===== config.mk =====
export PLATFORM = sky130hd
export DESIGN_NAME = ddrrc_ctrl
export DESIGN_NICKNAME = d
export VERILOG_FILES = /design/src/ddrrc_pkg.sv /design/src/ddrrc_timer.sv /design/src/ddrrc_ctrl.sv
export VERILOG_INCLUDE_DIRS = /design/src /design/src/src
export SDC_FILE = /design/constraint.sdc
export NUM_CORES = 1
export LEC_CHECK = 0
export BUFFER_PORTS_ARGS = -buffer_cell sky130_fd_sc_hd__buf_4
export CAP_MARGIN = 30
export CORE_UTILIZATION = 55
export CTS_BUF_LIST = sky130_fd_sc_hd__clkbuf_4 sky130_fd_sc_hd__clkbuf_8
export DETAILED_ROUTE_END_ITERATION = 12
export PLACE_DENSITY = 0.88
export SYNTH_ARGS = -nofsm -noshare
export SYNTH_HDL_FRONTEND = slang
export SYNTH_SLANG_ARGS = --single-unit

===== constraint.sdc =====
create_clock -name mclk -period 3.4 [get_ports mclk]
set_input_delay 0.51 -clock mclk [delete_from_list [all_inputs] [get_ports mclk]]
set_output_delay 0.51 -clock mclk [all_outputs]
set_load 0.01 [all_outputs]

===== src/ddrrc_params.svh =====
/*
  Timing, pin-field and encoding constants of the refresh-aware DDR
  command sequencer.
  Assumes a 50 MHz mclk and a DDR clock made by dividing mclk by two.
*/
`ifndef DDRRC_PARAMS_SVH
`define DDRRC_PARAMS_SVH

// ****************************************
// Clocking
// ****************************************
`define DDRRC_TCK_NS 20
`define DDRRC_MCLK_PER_CK 2
`define DDRRC_CK_NS (`DDRRC_TCK_NS * `DDRRC_MCLK_PER_CK)

// ****************************************
// Pin fields
// ****************************************
`define DDRRC_ALL_BANK_BIT 10
`define DDRRC_BL 2
`define DDRRC_CL 2
`define DDRRC_FAST_AP 0

// ****************************************
// Device times in ns and CK, counts in mclk
// ****************************************
`define DDRRC_T_RCD_NS 15
`define DDRRC_T_RAS_NS 40
`define DDRRC_T_RP_NS 15
`define DDRRC_T_WR_NS 15
`define DDRRC_T_RFC_NS 70
`define DDRRC_T_XSNR_NS 75
`define DDRRC_T_REFI_NS 15625
`define DDRRC_XSRD_CK 200
`define DDRRC_UP(ns) (((ns) + `DDRRC_TCK_NS - 1) / `DDRRC_TCK_NS)
`define DDRRC_C_RCD `DDRRC_UP(`DDRRC_T_RCD_NS)
`define DDRRC_C_RAS `DDRRC_UP(`DDRRC_T_RAS_NS)
`define DDRRC_C_RP `DDRRC_UP(`DDRRC_T_RP_NS)
`define DDRRC_C_WR `DDRRC_UP(`DDRRC_T_WR_NS)
`define DDRRC_C_RFC `DDRRC_UP(`DDRRC_T_RFC_NS)
`define DDRRC_C_XSNR `DDRRC_UP(`DDRRC_T_XSNR_NS)
`define DDRRC_C_XSRD (`DDRRC_XSRD_CK * `DDRRC_MCLK_PER_CK)
`define DDRRC_C_REFI (`DDRRC_T_REFI_NS / `DDRRC_TCK_NS)
// Auto-closing read guard, rounded up like every least time
`define DDRRC_T_RAPX_NS (`DDRRC_T_RAS_NS - `DDRRC_BL * `DDRRC_CK_NS / 2)
`define DDRRC_C_RAPX `DDRRC_UP(`DDRRC_T_RAPX_NS)
`define DDRRC_C_RAP ((`DDRRC_FAST_AP || `DDRRC_C_RAPX < `DDRRC_C_RCD) ? \
  `DDRRC_C_RCD : `DDRRC_C_RAPX)
`define DDRRC_C_RW (((`DDRRC_BL / 2) + `DDRRC_CL + 2) * \
  `DDRRC_MCLK_PER_CK + `DDRRC_C_WR + `DDRRC_C_RP)
`define DDRRC_C_RDCAP 7
`define DDRRC_C_REF_SLACK 64

`endif


===== src/ddrrc_pkg.sv =====
/*
  Types of the DDR command sequencer: command codes and FSM states.
  Assumes the constants header is included by every user.
*/
package ddrrc_pkg;

  typedef logic [1:0] ddrrc_bank_t;
  typedef logic [11:0] ddrrc_addr_t;

  // RAS, CAS, WE code of each command
  typedef enum logic [2:0] {
    DDRRC_NOP = 3'h7,
    DDRRC_ACT = 3'h3,
    DDRRC_RD  = 3'h5,
    DDRRC_WR  = 3'h4,
    DDRRC_PRE = 3'h2,
    DDRRC_REF = 3'h1
  } ddrrc_cmd_t;

  typedef enum logic [7:0] {
    S_IDLE = 8'h01,
    S_OPEN = 8'h02,
    S_PRE  = 8'h04,
    S_ACT  = 8'h08,
    S_RW   = 8'h10,
    S_REF  = 8'h20,
    S_SR   = 8'h40,
    S_XS   = 8'h80
  } ddrrc_state_t;

endpackage


===== src/ddrrc_timer.sv =====
/*
  Loadable down counter used for every command spacing guard.
  Assumes load values fit ten bits; done is high at zero.
*/
`timescale 1ns/1ns
module ddrrc_timer (
  input wire logic mclk,
  input wire logic arst_n,
  input wire logic ce,
  input wire logic load,
  input wire logic [9:0] val,
  output logic done
);
  import ddrrc_pkg::*;

  logic [9:0] cnt_q;
  logic [9:0] cnt_d;

  // A fresh load wins over the running count
  always_comb begin
    cnt_d = cnt_q;
    if (load) begin
      cnt_d = val;
    end else if (cnt_q != 10'h000) begin
      cnt_d = cnt_q - 10'h001;
    end
  end

  always_ff @(posedge mclk or negedge arst_n) begin
    if (!arst_n) begin
      cnt_q <= 10'h000;
    end else if (ce) begin
      cnt_q <= cnt_d;
    end
  end

  assign done = (cnt_q == 10'h000);
endmodule


===== src/ddrrc_ctrl.sv =====
/*
  DDR SDRAM command sequencer: activation, auto-closing or open-row
  reads and writes of two beats, periodic auto refresh and self refresh.
  Assumes the DDR clock pins are driven from here at mclk / 2 and the
  user keeps req fields stable while req_valid is high.
*/
`timescale 1ns/1ns
`include "ddrrc_params.svh"
module ddrrc_ctrl (
  input wire logic mclk,
  input wire logic arst_n,
  input wire logic ce,
  input wire logic req_valid,
  input wire logic req_write,
  input wire logic req_autopre,
  input wire ddrrc_pkg::ddrrc_bank_t req_bank,
  input wire ddrrc_pkg::ddrrc_addr_t req_row,
  input wire logic [7:0] req_col,
  input wire logic [31:0] req_wdata,
  input wire logic [3:0] req_wmask,
  input wire logic sr_req,
  output logic req_ready,
  output logic [15:0] rd_data,
  output logic rd_valid,
  output logic sr_active,
  output logic ddr_ck,
  output logic ddr_ck_n,
  output logic ddr_cke,
  output logic ddr_cs_n,
  output logic ddr_ras_n,
  output logic ddr_cas_n,
  output logic ddr_we_n,
  output ddrrc_pkg::ddrrc_bank_t ddr_ba,
  output ddrrc_pkg::ddrrc_addr_t ddr_addr,
  output logic [1:0] ddr_dm,
  output logic [15:0] ddr_dq_out,
  output logic ddr_dq_oe,
  input wire logic [15:0] ddr_dq_in,
  output logic [1:0] ddr_dqs_out,
  output logic ddr_dqs_oe
);
  import ddrrc_pkg::*;

  // ****************************************
  // State
  // ****************************************
  ddrrc_state_t st_q, st_d;
  ddrrc_cmd_t cmd_q, cmd_d;
  ddrrc_bank_t ba_q, ba_d;
  ddrrc_addr_t addr_q, addr_d;
  logic ck_q, ck_d, ckn_q, ckn_d, cke_q, cke_d, iss_q, iss_d;
  logic rdy_q, rdy_d, refdue_q, refdue_d, pend_q, pend_d;
  logic [3:0] open_q, open_d;
  logic p_wr_q, p_wr_d, p_ap_q, p_ap_d;
  ddrrc_bank_t p_ba_q, p_ba_d;
  ddrrc_addr_t p_row_q, p_row_d;
  logic [7:0] p_col_q, p_col_d;
  logic [31:0] p_wd_q, p_wd_d;
  logic [3:0] p_wm_q, p_wm_d;
  logic [2:0] wph_q, wph_d;
  logic [3:0] rdc_q, rdc_d;
  logic [15:0] dq_q, dq_d, rdd_q, rdd_d;
  logic [1:0] dm_q, dm_d, dqs_q, dqs_d;
  logic dqoe_q, dqoe_d, dqsoe_q, dqsoe_d, rdv_q, rdv_d;
  logic [15:0] dqs1_q, dqs2_q;
  logic take, sra_q;
  logic ld_w, ld_ras, ld_refi, ld_rdg;
  logic [9:0] wval;
  logic w_done, ras_done, refi_done, rdg_done;

  // ****************************************
  // Spacing timers
  // ****************************************
  ddrrc_timer u_wait (.mclk(mclk), .arst_n(arst_n), .ce(ce), .load(ld_w),
    .val(wval), .done(w_done));
  ddrrc_timer u_ras (.mclk(mclk), .arst_n(arst_n), .ce(ce), .load(ld_ras),
    .val(10'(`DDRRC_C_RAS)), .done(ras_done));
  ddrrc_timer u_refi (.mclk(mclk), .arst_n(arst_n), .ce(ce),
    .load(ld_refi), .val(10'(`DDRRC_C_REFI)), .done(refi_done));
  ddrrc_timer u_rdg (.mclk(mclk), .arst_n(arst_n), .ce(ce), .load(ld_rdg),
    .val(10'(`DDRRC_C_XSRD)), .done(rdg_done));

  assign take = req_valid & rdy_q;

  // Sequencer; commands change as CK falls so they are stable at rise
  always_comb begin
    st_d = st_q; cmd_d = cmd_q; ba_d = ba_q; addr_d = addr_q;
    ck_d = ~ck_q; ckn_d = ck_q; cke_d = cke_q; iss_d = 1'b0;
    open_d = open_q; pend_d = pend_q;
    p_wr_d = p_wr_q; p_ap_d = p_ap_q; p_ba_d = p_ba_q; p_row_d = p_row_q;
    p_col_d = p_col_q; p_wd_d = p_wd_q; p_wm_d = p_wm_q;
    ld_w = 1'b0; ld_ras = 1'b0; ld_refi = 1'b0; ld_rdg = 1'b0;
    wval = 10'h000;
    refdue_d = refdue_q | refi_done;
    if (take) begin
      pend_d = 1'b1; p_wr_d = req_write; p_ap_d = req_autopre;
      p_ba_d = req_bank; p_row_d = req_row; p_col_d = req_col;
      p_wd_d = req_wdata; p_wm_d = req_wmask;
    end
    if (ck_q) begin
      cmd_d = DDRRC_NOP;
      unique case (st_q)
        S_IDLE: begin
          if (take) begin
            st_d = S_OPEN;
          end else if ((sr_req | refdue_q) && open_q != 4'h0) begin
            cmd_d = DDRRC_PRE;
            addr_d = 12'h000;
            addr_d[`DDRRC_ALL_BANK_BIT] = 1'b1;
            open_d = 4'h0; iss_d = 1'b1; ld_w = 1'b1;
            wval = 10'(`DDRRC_C_RP); st_d = S_PRE;
          end else if (sr_req) begin
            cmd_d = DDRRC_REF; cke_d = 1'b0; iss_d = 1'b1;
            refdue_d = 1'b0; st_d = S_SR;
          end else if (refdue_q) begin
            cmd_d = DDRRC_REF; iss_d = 1'b1; refdue_d = 1'b0;
            ld_refi = 1'b1; ld_w = 1'b1;
            wval = 10'(`DDRRC_C_RFC); st_d = S_REF;
          end
        end
        S_OPEN: begin
          if (!open_q[p_ba_q]) begin
            cmd_d = DDRRC_ACT; ba_d = p_ba_q; addr_d = p_row_q;
            open_d[p_ba_q] = 1'b1; iss_d = 1'b1; ld_ras = 1'b1;
            ld_w = 1'b1; st_d = S_ACT;
            wval = (p_ap_q && !p_wr_q) ? 10'(`DDRRC_C_RAP) :
              10'(`DDRRC_C_RCD);
          end else if (ras_done) begin
            cmd_d = DDRRC_PRE; ba_d = p_ba_q; addr_d = 12'h000;
            open_d[p_ba_q] = 1'b0; iss_d = 1'b1; ld_w = 1'b1;
            wval = 10'(`DDRRC_C_RP); st_d = S_PRE;
          end
        end
        S_PRE: begin
          if (w_done) begin
            st_d = pend_q ? S_OPEN : S_IDLE;
          end
        end
        S_ACT: begin
          if (w_done && (p_wr_q || rdg_done)) begin
            cmd_d = p_wr_q ? DDRRC_WR : DDRRC_RD; ba_d = p_ba_q;
            addr_d = {4'h0, p_col_q};
            addr_d[`DDRRC_ALL_BANK_BIT] = p_ap_q;
            if (p_ap_q) begin
              open_d[p_ba_q] = 1'b0;
            end
            iss_d = 1'b1; ld_w = 1'b1; wval = 10'(`DDRRC_C_RW);
            st_d = S_RW;
          end
        end
        S_RW: begin
          if (w_done) begin
            pend_d = 1'b0; st_d = S_IDLE;
          end
        end
        S_REF: begin
          if (w_done) begin
            st_d = S_IDLE;
          end
        end
        S_SR: begin
          if (!sr_req) begin
            cke_d = 1'b1; ld_w = 1'b1; ld_rdg = 1'b1; ld_refi = 1'b1;
            wval = 10'(`DDRRC_C_XSNR); st_d = S_XS;
          end
        end
        S_XS: begin
          if (w_done) begin
            st_d = S_IDLE;
          end
        end
      endcase
    end
    // Offer a slot only on the cycle before a command slot
    rdy_d = ck_d & (st_d == S_IDLE) & ~pend_d & ~sr_req & ~refdue_d;
  end

  // Write strobe and read capture; strobe rises on a CK rising edge and falls on the next CK falling edge
  always_comb begin
    wph_d = wph_q; rdc_d = rdc_q; rdd_d = rdd_q; rdv_d = 1'b0;
    if (iss_q && cmd_q == DDRRC_WR) begin
      wph_d = 3'h1;
    end else if (wph_q != 3'h0) begin
      wph_d = (wph_q == 3'h6) ? 3'h0 : wph_q + 3'h1;
    end
    dqsoe_d = (wph_d >= 3'h2) && (wph_d <= 3'h5);
    dqs_d = {2{wph_d == 3'h3}};
    dqoe_d = (wph_d == 3'h3) || (wph_d == 3'h4);
    dq_d = (wph_d == 3'h4) ? p_wd_q[31:16] : p_wd_q[15:0];
    dm_d = (wph_d == 3'h4) ? p_wm_q[3:2] : p_wm_q[1:0];
    if (iss_q && cmd_q == DDRRC_RD) begin
      rdc_d = 4'h1;
    end else if (rdc_q != 4'h0) begin
      rdc_d = (rdc_q == 4'(`DDRRC_C_RDCAP + 1)) ? 4'h0 : rdc_q + 4'h1;
    end
    if (rdc_q >= 4'(`DDRRC_C_RDCAP)) begin
      rdd_d = dqs2_q; rdv_d = 1'b1;
    end
  end

  // Only registering; the CE low freezes every flop
  always_ff @(posedge mclk or negedge arst_n) begin
    if (!arst_n) begin
      st_q <= S_IDLE; cmd_q <= DDRRC_NOP; ba_q <= 2'h0; addr_q <= 12'h000;
      ck_q <= 1'b0; ckn_q <= 1'b1; cke_q <= 1'b1; iss_q <= 1'b0;
      rdy_q <= 1'b0; refdue_q <= 1'b0; pend_q <= 1'b0; open_q <= 4'h0;
      p_wr_q <= 1'b0; p_ap_q <= 1'b0; p_ba_q <= 2'h0; p_row_q <= 12'h000;
      p_col_q <= 8'h00; p_wd_q <= 32'h0000_0000; p_wm_q <= 4'h0;
      wph_q <= 3'h0; rdc_q <= 4'h0; dq_q <= 16'h0000; rdd_q <= 16'h0000;
      dm_q <= 2'h0; dqs_q <= 2'h0; dqoe_q <= 1'b0; dqsoe_q <= 1'b0;
      rdv_q <= 1'b0; dqs1_q <= 16'h0000; dqs2_q <= 16'h0000;
      sra_q <= 1'b0;
    end else if (ce) begin
      st_q <= st_d; cmd_q <= cmd_d; ba_q <= ba_d; addr_q <= addr_d;
      ck_q <= ck_d; ckn_q <= ckn_d; cke_q <= cke_d; iss_q <= iss_d;
      rdy_q <= rdy_d; refdue_q <= refdue_d; pend_q <= pend_d;
      open_q <= open_d; p_wr_q <= p_wr_d; p_ap_q <= p_ap_d;
      p_ba_q <= p_ba_d; p_row_q <= p_row_d; p_col_q <= p_col_d;
      p_wd_q <= p_wd_d; p_wm_q <= p_wm_d; wph_q <= wph_d; rdc_q <= rdc_d;
      dq_q <= dq_d; rdd_q <= rdd_d; dm_q <= dm_d; dqs_q <= dqs_d;
      dqoe_q <= dqoe_d; dqsoe_q <= dqsoe_d; rdv_q <= rdv_d;
      dqs1_q <= ddr_dq_in; dqs2_q <= dqs1_q; // Pin synchroniser
      sra_q <= ~cke_d; // Own flop so the flag is glitch free
    end
  end

  assign req_ready = rdy_q;
  assign rd_data = rdd_q;
  assign rd_valid = rdv_q;
  assign sr_active = sra_q;
  assign ddr_ck = ck_q;
  assign ddr_ck_n = ckn_q;
  assign ddr_cke = cke_q;
  assign ddr_cs_n = 1'b0; // Single device, always selected
  assign ddr_ras_n = cmd_q[2];
  assign ddr_cas_n = cmd_q[1];
  assign ddr_we_n = cmd_q[0];
  assign ddr_ba = ba_q;
  assign ddr_addr = addr_q;
  assign ddr_dm = dm_q;
  assign ddr_dq_out = dq_q;
  assign ddr_dq_oe = dqoe_q;
  assign ddr_dqs_out = dqs_q;
  assign ddr_dqs_oe = dqsoe_q;

  // ****************************************
  // Checks: cycle distances since key commands
  // ****************************************
  logic [9:0] s_act_q, s_ref_q, s_xs_q;
  always_ff @(posedge mclk or negedge arst_n) begin
    if (!arst_n) begin
      s_act_q <= 10'h3FF; s_ref_q <= 10'h001; s_xs_q <= 10'h3FF;
    end else if (ce) begin
      s_act_q <= (iss_q && cmd_q == DDRRC_ACT) ? 10'h001 :
        (s_act_q == 10'h3FF ? s_act_q : s_act_q + 10'h001);
      // Distance in mclk since the last refresh, true distance not offset
      s_ref_q <= (!cke_q || (iss_q && cmd_q == DDRRC_REF)) ? 10'h001 :
        (s_ref_q == 10'h3FF ? s_ref_q : s_ref_q + 10'h001);
      s_xs_q <= !cke_q ? 10'h000 :
        (s_xs_q == 10'h3FF ? s_xs_q : s_xs_q + 10'h001);
    end
  end

  ref_all_idle_a: assert property (@(posedge mclk) disable iff (!arst_n)
    iss_q && cmd_q == DDRRC_REF |-> open_q == 4'h0)
    else $error("refresh issued with a bank open");
  ref_gap_a: assert property (@(posedge mclk) disable iff (!arst_n)
    iss_q && cke_q && cmd_q != DDRRC_REF |-> s_ref_q > 10'(`DDRRC_C_RFC))
    else $error("command inside refresh cycle time");
  ref_float_a: assert property (@(posedge mclk) disable iff (!arst_n)
    (st_q == S_REF || st_q == S_SR) |-> !ddr_dq_oe && !ddr_dqs_oe)
    else $error("data driven during refresh");
  sr_entry_idle_a: assert property (@(posedge mclk) disable iff (!arst_n)
    $fell(cke_q) |-> open_q == 4'h0 && cmd_q == DDRRC_REF)
    else $error("self refresh entered with open bank");
  xs_nonread_a: assert property (@(posedge mclk) disable iff (!arst_n)
    iss_q && cmd_q != DDRRC_RD |-> s_xs_q > 10'(`DDRRC_C_XSNR))
    else $error("command too soon after self refresh exit");
  xs_read_a: assert property (@(posedge mclk) disable iff (!arst_n)
    iss_q && cmd_q == DDRRC_RD |-> s_xs_q > 10'(`DDRRC_C_XSRD))
    else $error("read before strobe loop relock");
  rap_guard_a: assert property (@(posedge mclk) disable iff (!arst_n)
    iss_q && cmd_q == DDRRC_RD && addr_q[`DDRRC_ALL_BANK_BIT]
    |-> s_act_q > 10'(`DDRRC_C_RAP))
    else $error("auto-closing read too early");
  pre_ras_a: assert property (@(posedge mclk) disable iff (!arst_n)
    iss_q && cmd_q == DDRRC_PRE |-> s_act_q > 10'(`DDRRC_C_RAS))
    else $error("precharge before row-active time");
  strobe_edge_a: assert property (@(posedge mclk) disable iff (!arst_n)
    $rose(ddr_dqs_out[0]) |-> ddr_ck && ddr_dqs_oe ##1 !ddr_dqs_out[0])
    else $error("write strobe off clock edge");
  refi_bound_a: assert property (@(posedge mclk) disable iff (!arst_n)
    cke_q |-> s_ref_q <= 10'(`DDRRC_C_REFI + `DDRRC_C_REF_SLACK))
    else $error("refresh interval exceeded");

  rd_ap_c: cover property (@(posedge mclk) disable iff (!arst_n)
    iss_q && cmd_q == DDRRC_RD && addr_q[`DDRRC_ALL_BANK_BIT]);
  pre_all_c: cover property (@(posedge mclk) disable iff (!arst_n)
    iss_q && cmd_q == DDRRC_PRE && addr_q[`DDRRC_ALL_BANK_BIT]);
  sr_exit_c: cover property (@(posedge mclk) disable iff (!arst_n)
    $rose(cke_q));
endmodule


==> load_flow_metrics.sql <==
INSERT INTO impl_metrics (metric_group, metric, value, unit) VALUES
('detailed_routing', 'drt-initial-drc-count', '410', ''),
('worst_setup_path', 'regToRegStartpoint', 'u_wait.cnt_q[0]', ''),
('sta', 'timing_max_transition_violations_final', '0', ''),
('final_layout', 'relative_area_change_from_synthesis_to_final_layout', '21.1', '%'),
('final_layout', 'layout_common_cells', 'sky130_fd_sc_hd__dfrtp_1 (208), sky130_fd_sc_hd__buf_4 (153), sky130_fd_sc_hd__mux2_2 (120)', ''),
('final_layout', 'finalNetCount', '1063', ''),
('worst_setup_path', 'worst_path_max_delay_cell', 'sky130_fd_sc_hd__o32ai_1', ''),
('detailed_routing', 'via_count', '7012', ''),
('worst_setup_path', 'crit_path_max_fanout', '7', ''),
('sta', 'max-slew-margin-rel', '44.8', '%'),
('floorplan', 'fp-row-count', '48', ''),
('cts', 'worst_setup_hold_path_clk_slew', '60', 'ps'),
('worst_setup_path', 'timing.critical_path.to_type', 'flop', ''),
('sta', 'final-hold-violation-count', '1', ''),
('synthesis', 'synth_fa_ha_area_share', '0.775', '%'),
('global_routing', 'globalRoute.totalOverflow', '0', ''),
('detailed_routing', 'detailroute.wirelength.met2', '11.1', 'mm'),
('cts', 'numClockSinks', '214', ''),
('sta', 'timing_worst_slew_pin_value', '821', 'ps'),
('floorplan', 'ios', '143', ''),
('synthesis', 'post_synth.cell_area_avg', '11.8', 'sq um'),
('synthesis', 'post_synth_and_or_nand_nor_area_fraction', '11.8', '%'),
('worst_setup_path', 'worst-setup-path-type', 'reg -> reg', ''),
('worst_setup_path', 'critPathArrivalTime', '3170', 'ps'),
('sta', 'layout_worst_path_cycle_share', '82.4', '%'),
('synthesis', 'synthesized_area', '9690', 'sq um'),
('floorplan', 'die_area', '18100', 'sq um'),
('global_routing', 'first_global_vias', '7203', ''),
('worst_setup_path', 'path_cells', 'inv_1 -> ha_1 -> nor3b_1 -> nand4b_1 -> o32ai_1 -> nor3_1 -> nor2_1 -> a21oi_1', ''),
('worst_setup_path', 'crit_path_start', 'u_wait.cnt_q[0]', ''),
('synthesis', 'synthesis.nets', '907', ''),
('detailed_routing', 'topRoutingLayerUsed', 'met4', ''),
('final_layout', 'finalInstanceArea', '11700', 'sq um'),
('detailed_routing', 'routedWlPerCell', '18.1', 'microns'),
('synthesis', 'post_synth_edffs', '0', ''),
('cts', 'post_cts.repair.setup_buffers', '0', ''),
('detailed_routing', 'route.detailed.vias_per_inst', '5.74', ''),
('sta', 'min_hold_slack', '-5.33', 'ps'),
('detailed_routing', 'drt_pre_antenna_iters', '5', ''),
('detailed_routing', 'totalWireLength', '22.1', 'mm'),
('final_layout', 'fraction_of_final_layout_cells_sized_beyond_drive_strength_1', '36.0', '%'),
('detailed_routing', 'met3RoutedLength', '1.59', 'mm'),
('synthesis', 'yosys_register_bits', '214', ''),
('pwr', 'max-vdd-ir-drop', '0.462', 'mV'),
('place', 'buffer_ports.inserted', '141', ''),
('final_layout', 'diodes', '0', ''),
('sta', 'setup_viol', '0', ''),
('status', 'failed_checks', 'hold timing', ''),
('synthesis', 'synth_cell_type_count', '69', ''),
('place', 'dp_hpwl', '14.8', 'mm'),
('worst_setup_path', 'worst_ep_required_time', '3770', 'ps'),
('floorplan', 'chipWidth', '135', 'microns'),
('worst_setup_path', 'setup_slack_on_the_worst_flop_to_flop_path', '600', 'ps'),
('sta', 'worst_clock_skew', '24.9', 'ps'),
('pwr', 'leakage_dissipation', '0.00567', 'uW'),
('run', 'timing.max_cap.violations', '0', ''),
('sta', 'final_total_negative_setup_slack', '0', 'ps'),
('cts', 'clock_tree.buffer_depth', '3', ''),
('synthesis', 'post_synth_xor_area_fraction', '2.89', '%'),
('worst_setup_path', 'setup.worst_path.start_class', 'flop', ''),
('synthesis', 'synth.area.mux_share', '16.5', '%'),
('place', 'dpl_cell_area', '11000', 'sq um'),
('synthesis', 'synth_compound_gate_area_share', '9.87', '%'),
('place', 'routability_cong', '0.937', ''),
('cts', 'ctsResizeCount', '0', ''),
('status', 'result_of_the_run', 'complete, but fails checks', ''),
('cts', 'tritoncts', 'done', ''),
('cts', 'holdBufCountCts', '0', ''),
('synthesis', 'seq_area_frac_synth', '55.4', '%'),
('floorplan', 'initial_core_util', '56.2', '%'),
('worst_setup_path', 'worst_path_largest_cell_delay', '620', 'ps');
==> registers in the layout, indices dropped and copies added (netlist names), 10 cells and up <==
register and count:
p_row_q 12, dqs2_q 16, u_rdg.cnt_q 10, u_wait.cnt_q 10, ddr_addr 12, rd_data 16, p_wd_q 32, u_refi.cnt_q 10
dqs1_q 16, u_ras.cnt_q 10, ddr_dq_out 16
==> critical path, delay by kind of cell (launching register included) <==
kind | cells | cell delay, ps
compound gates | 2 | 740
buf+inv | 1 | 100
fa+ha+maj | 1 | 190
flops | 1 | 390
simple gates | 4 | 1220
==> cell usage after synthesis, drive strengths merged, types with 12 or more instances <==
master / instances / area share (%)
a21oi: 31 / 1.6
a22o: 18 / 1.6
buf: 20 / 1.2
clkbuf: 19 / 0.74
dfrtp: 208 / 54
inv: 23 / 0.89
mux2: 120 / 14
mux2i: 22 / 2.3
nand2: 41 / 1.6
nor2: 86 / 3.3
nor3: 19 / 1.0
nor4: 12 / 0.97
o21ai: 31 / 1.6
xnor2: 20 / 1.8
xor2: 12 / 1.1
==> power breakdown <==
group	internal, uW	switching (uW)
clock	1320	1000
sequential	3070	468
combinational	1040	1080
==> path summary, 6_finish.rpt <==
kind / end / depth (start not counted)
worst max register to register: u_wait.cnt_q[2] / 8
worst min-delay path: ddr_dq_out[1] / 1
min in group mclk: p_row_q[10] / 2
worst max-delay path: u_wait.cnt_q[2] / 8
worst min register to register: dqs1_q[4] / 1
max in group asynchronous: dqs1_q[2] / 2
==> logic make-up after synthesis <==
family | after synthesis
AND/OR/NAND/NOR | 223
flip-flops | 214
multiplexers | 143
AO/OA/AOI/OAI | 139
buffers and inverters | 62
XOR/XNOR | 32
adder cells (fa/ha/maj) | 6
other | 1
==> layout make-up <==
class                      count  area [sq um]
sequential                   214          5360
timing repair buffer         156          1200
fill                        1209          5510
clock inverter                 3          28.8
inverter                      23          86.3
clock buffer                  56           708
multi-input combinational    544          4060
tap                          225           282
==> routing by layer <==
metal / vias up / track usage (%)
met1: 3462 / 31.3
met4: 0 / 8.18
met2: 248 / 42.7
li1: 3254 / -
met5: - / 0
met3: 48 / 6.87
==> through the flow <==
step                      std cells  utilization (%)  total power [uW]  setup slack [ps]
after global placement         1162             63.8              5570               806
after global routing           1221             68.0              8430               367
after detailed placement       1162             63.8              5670               703
final                          1221             68.0              7990               597
after CTS                      1221             68.0              8050               644
after floorplan                 820                -              4840              1090
Power figures use the tool's default switching activity.
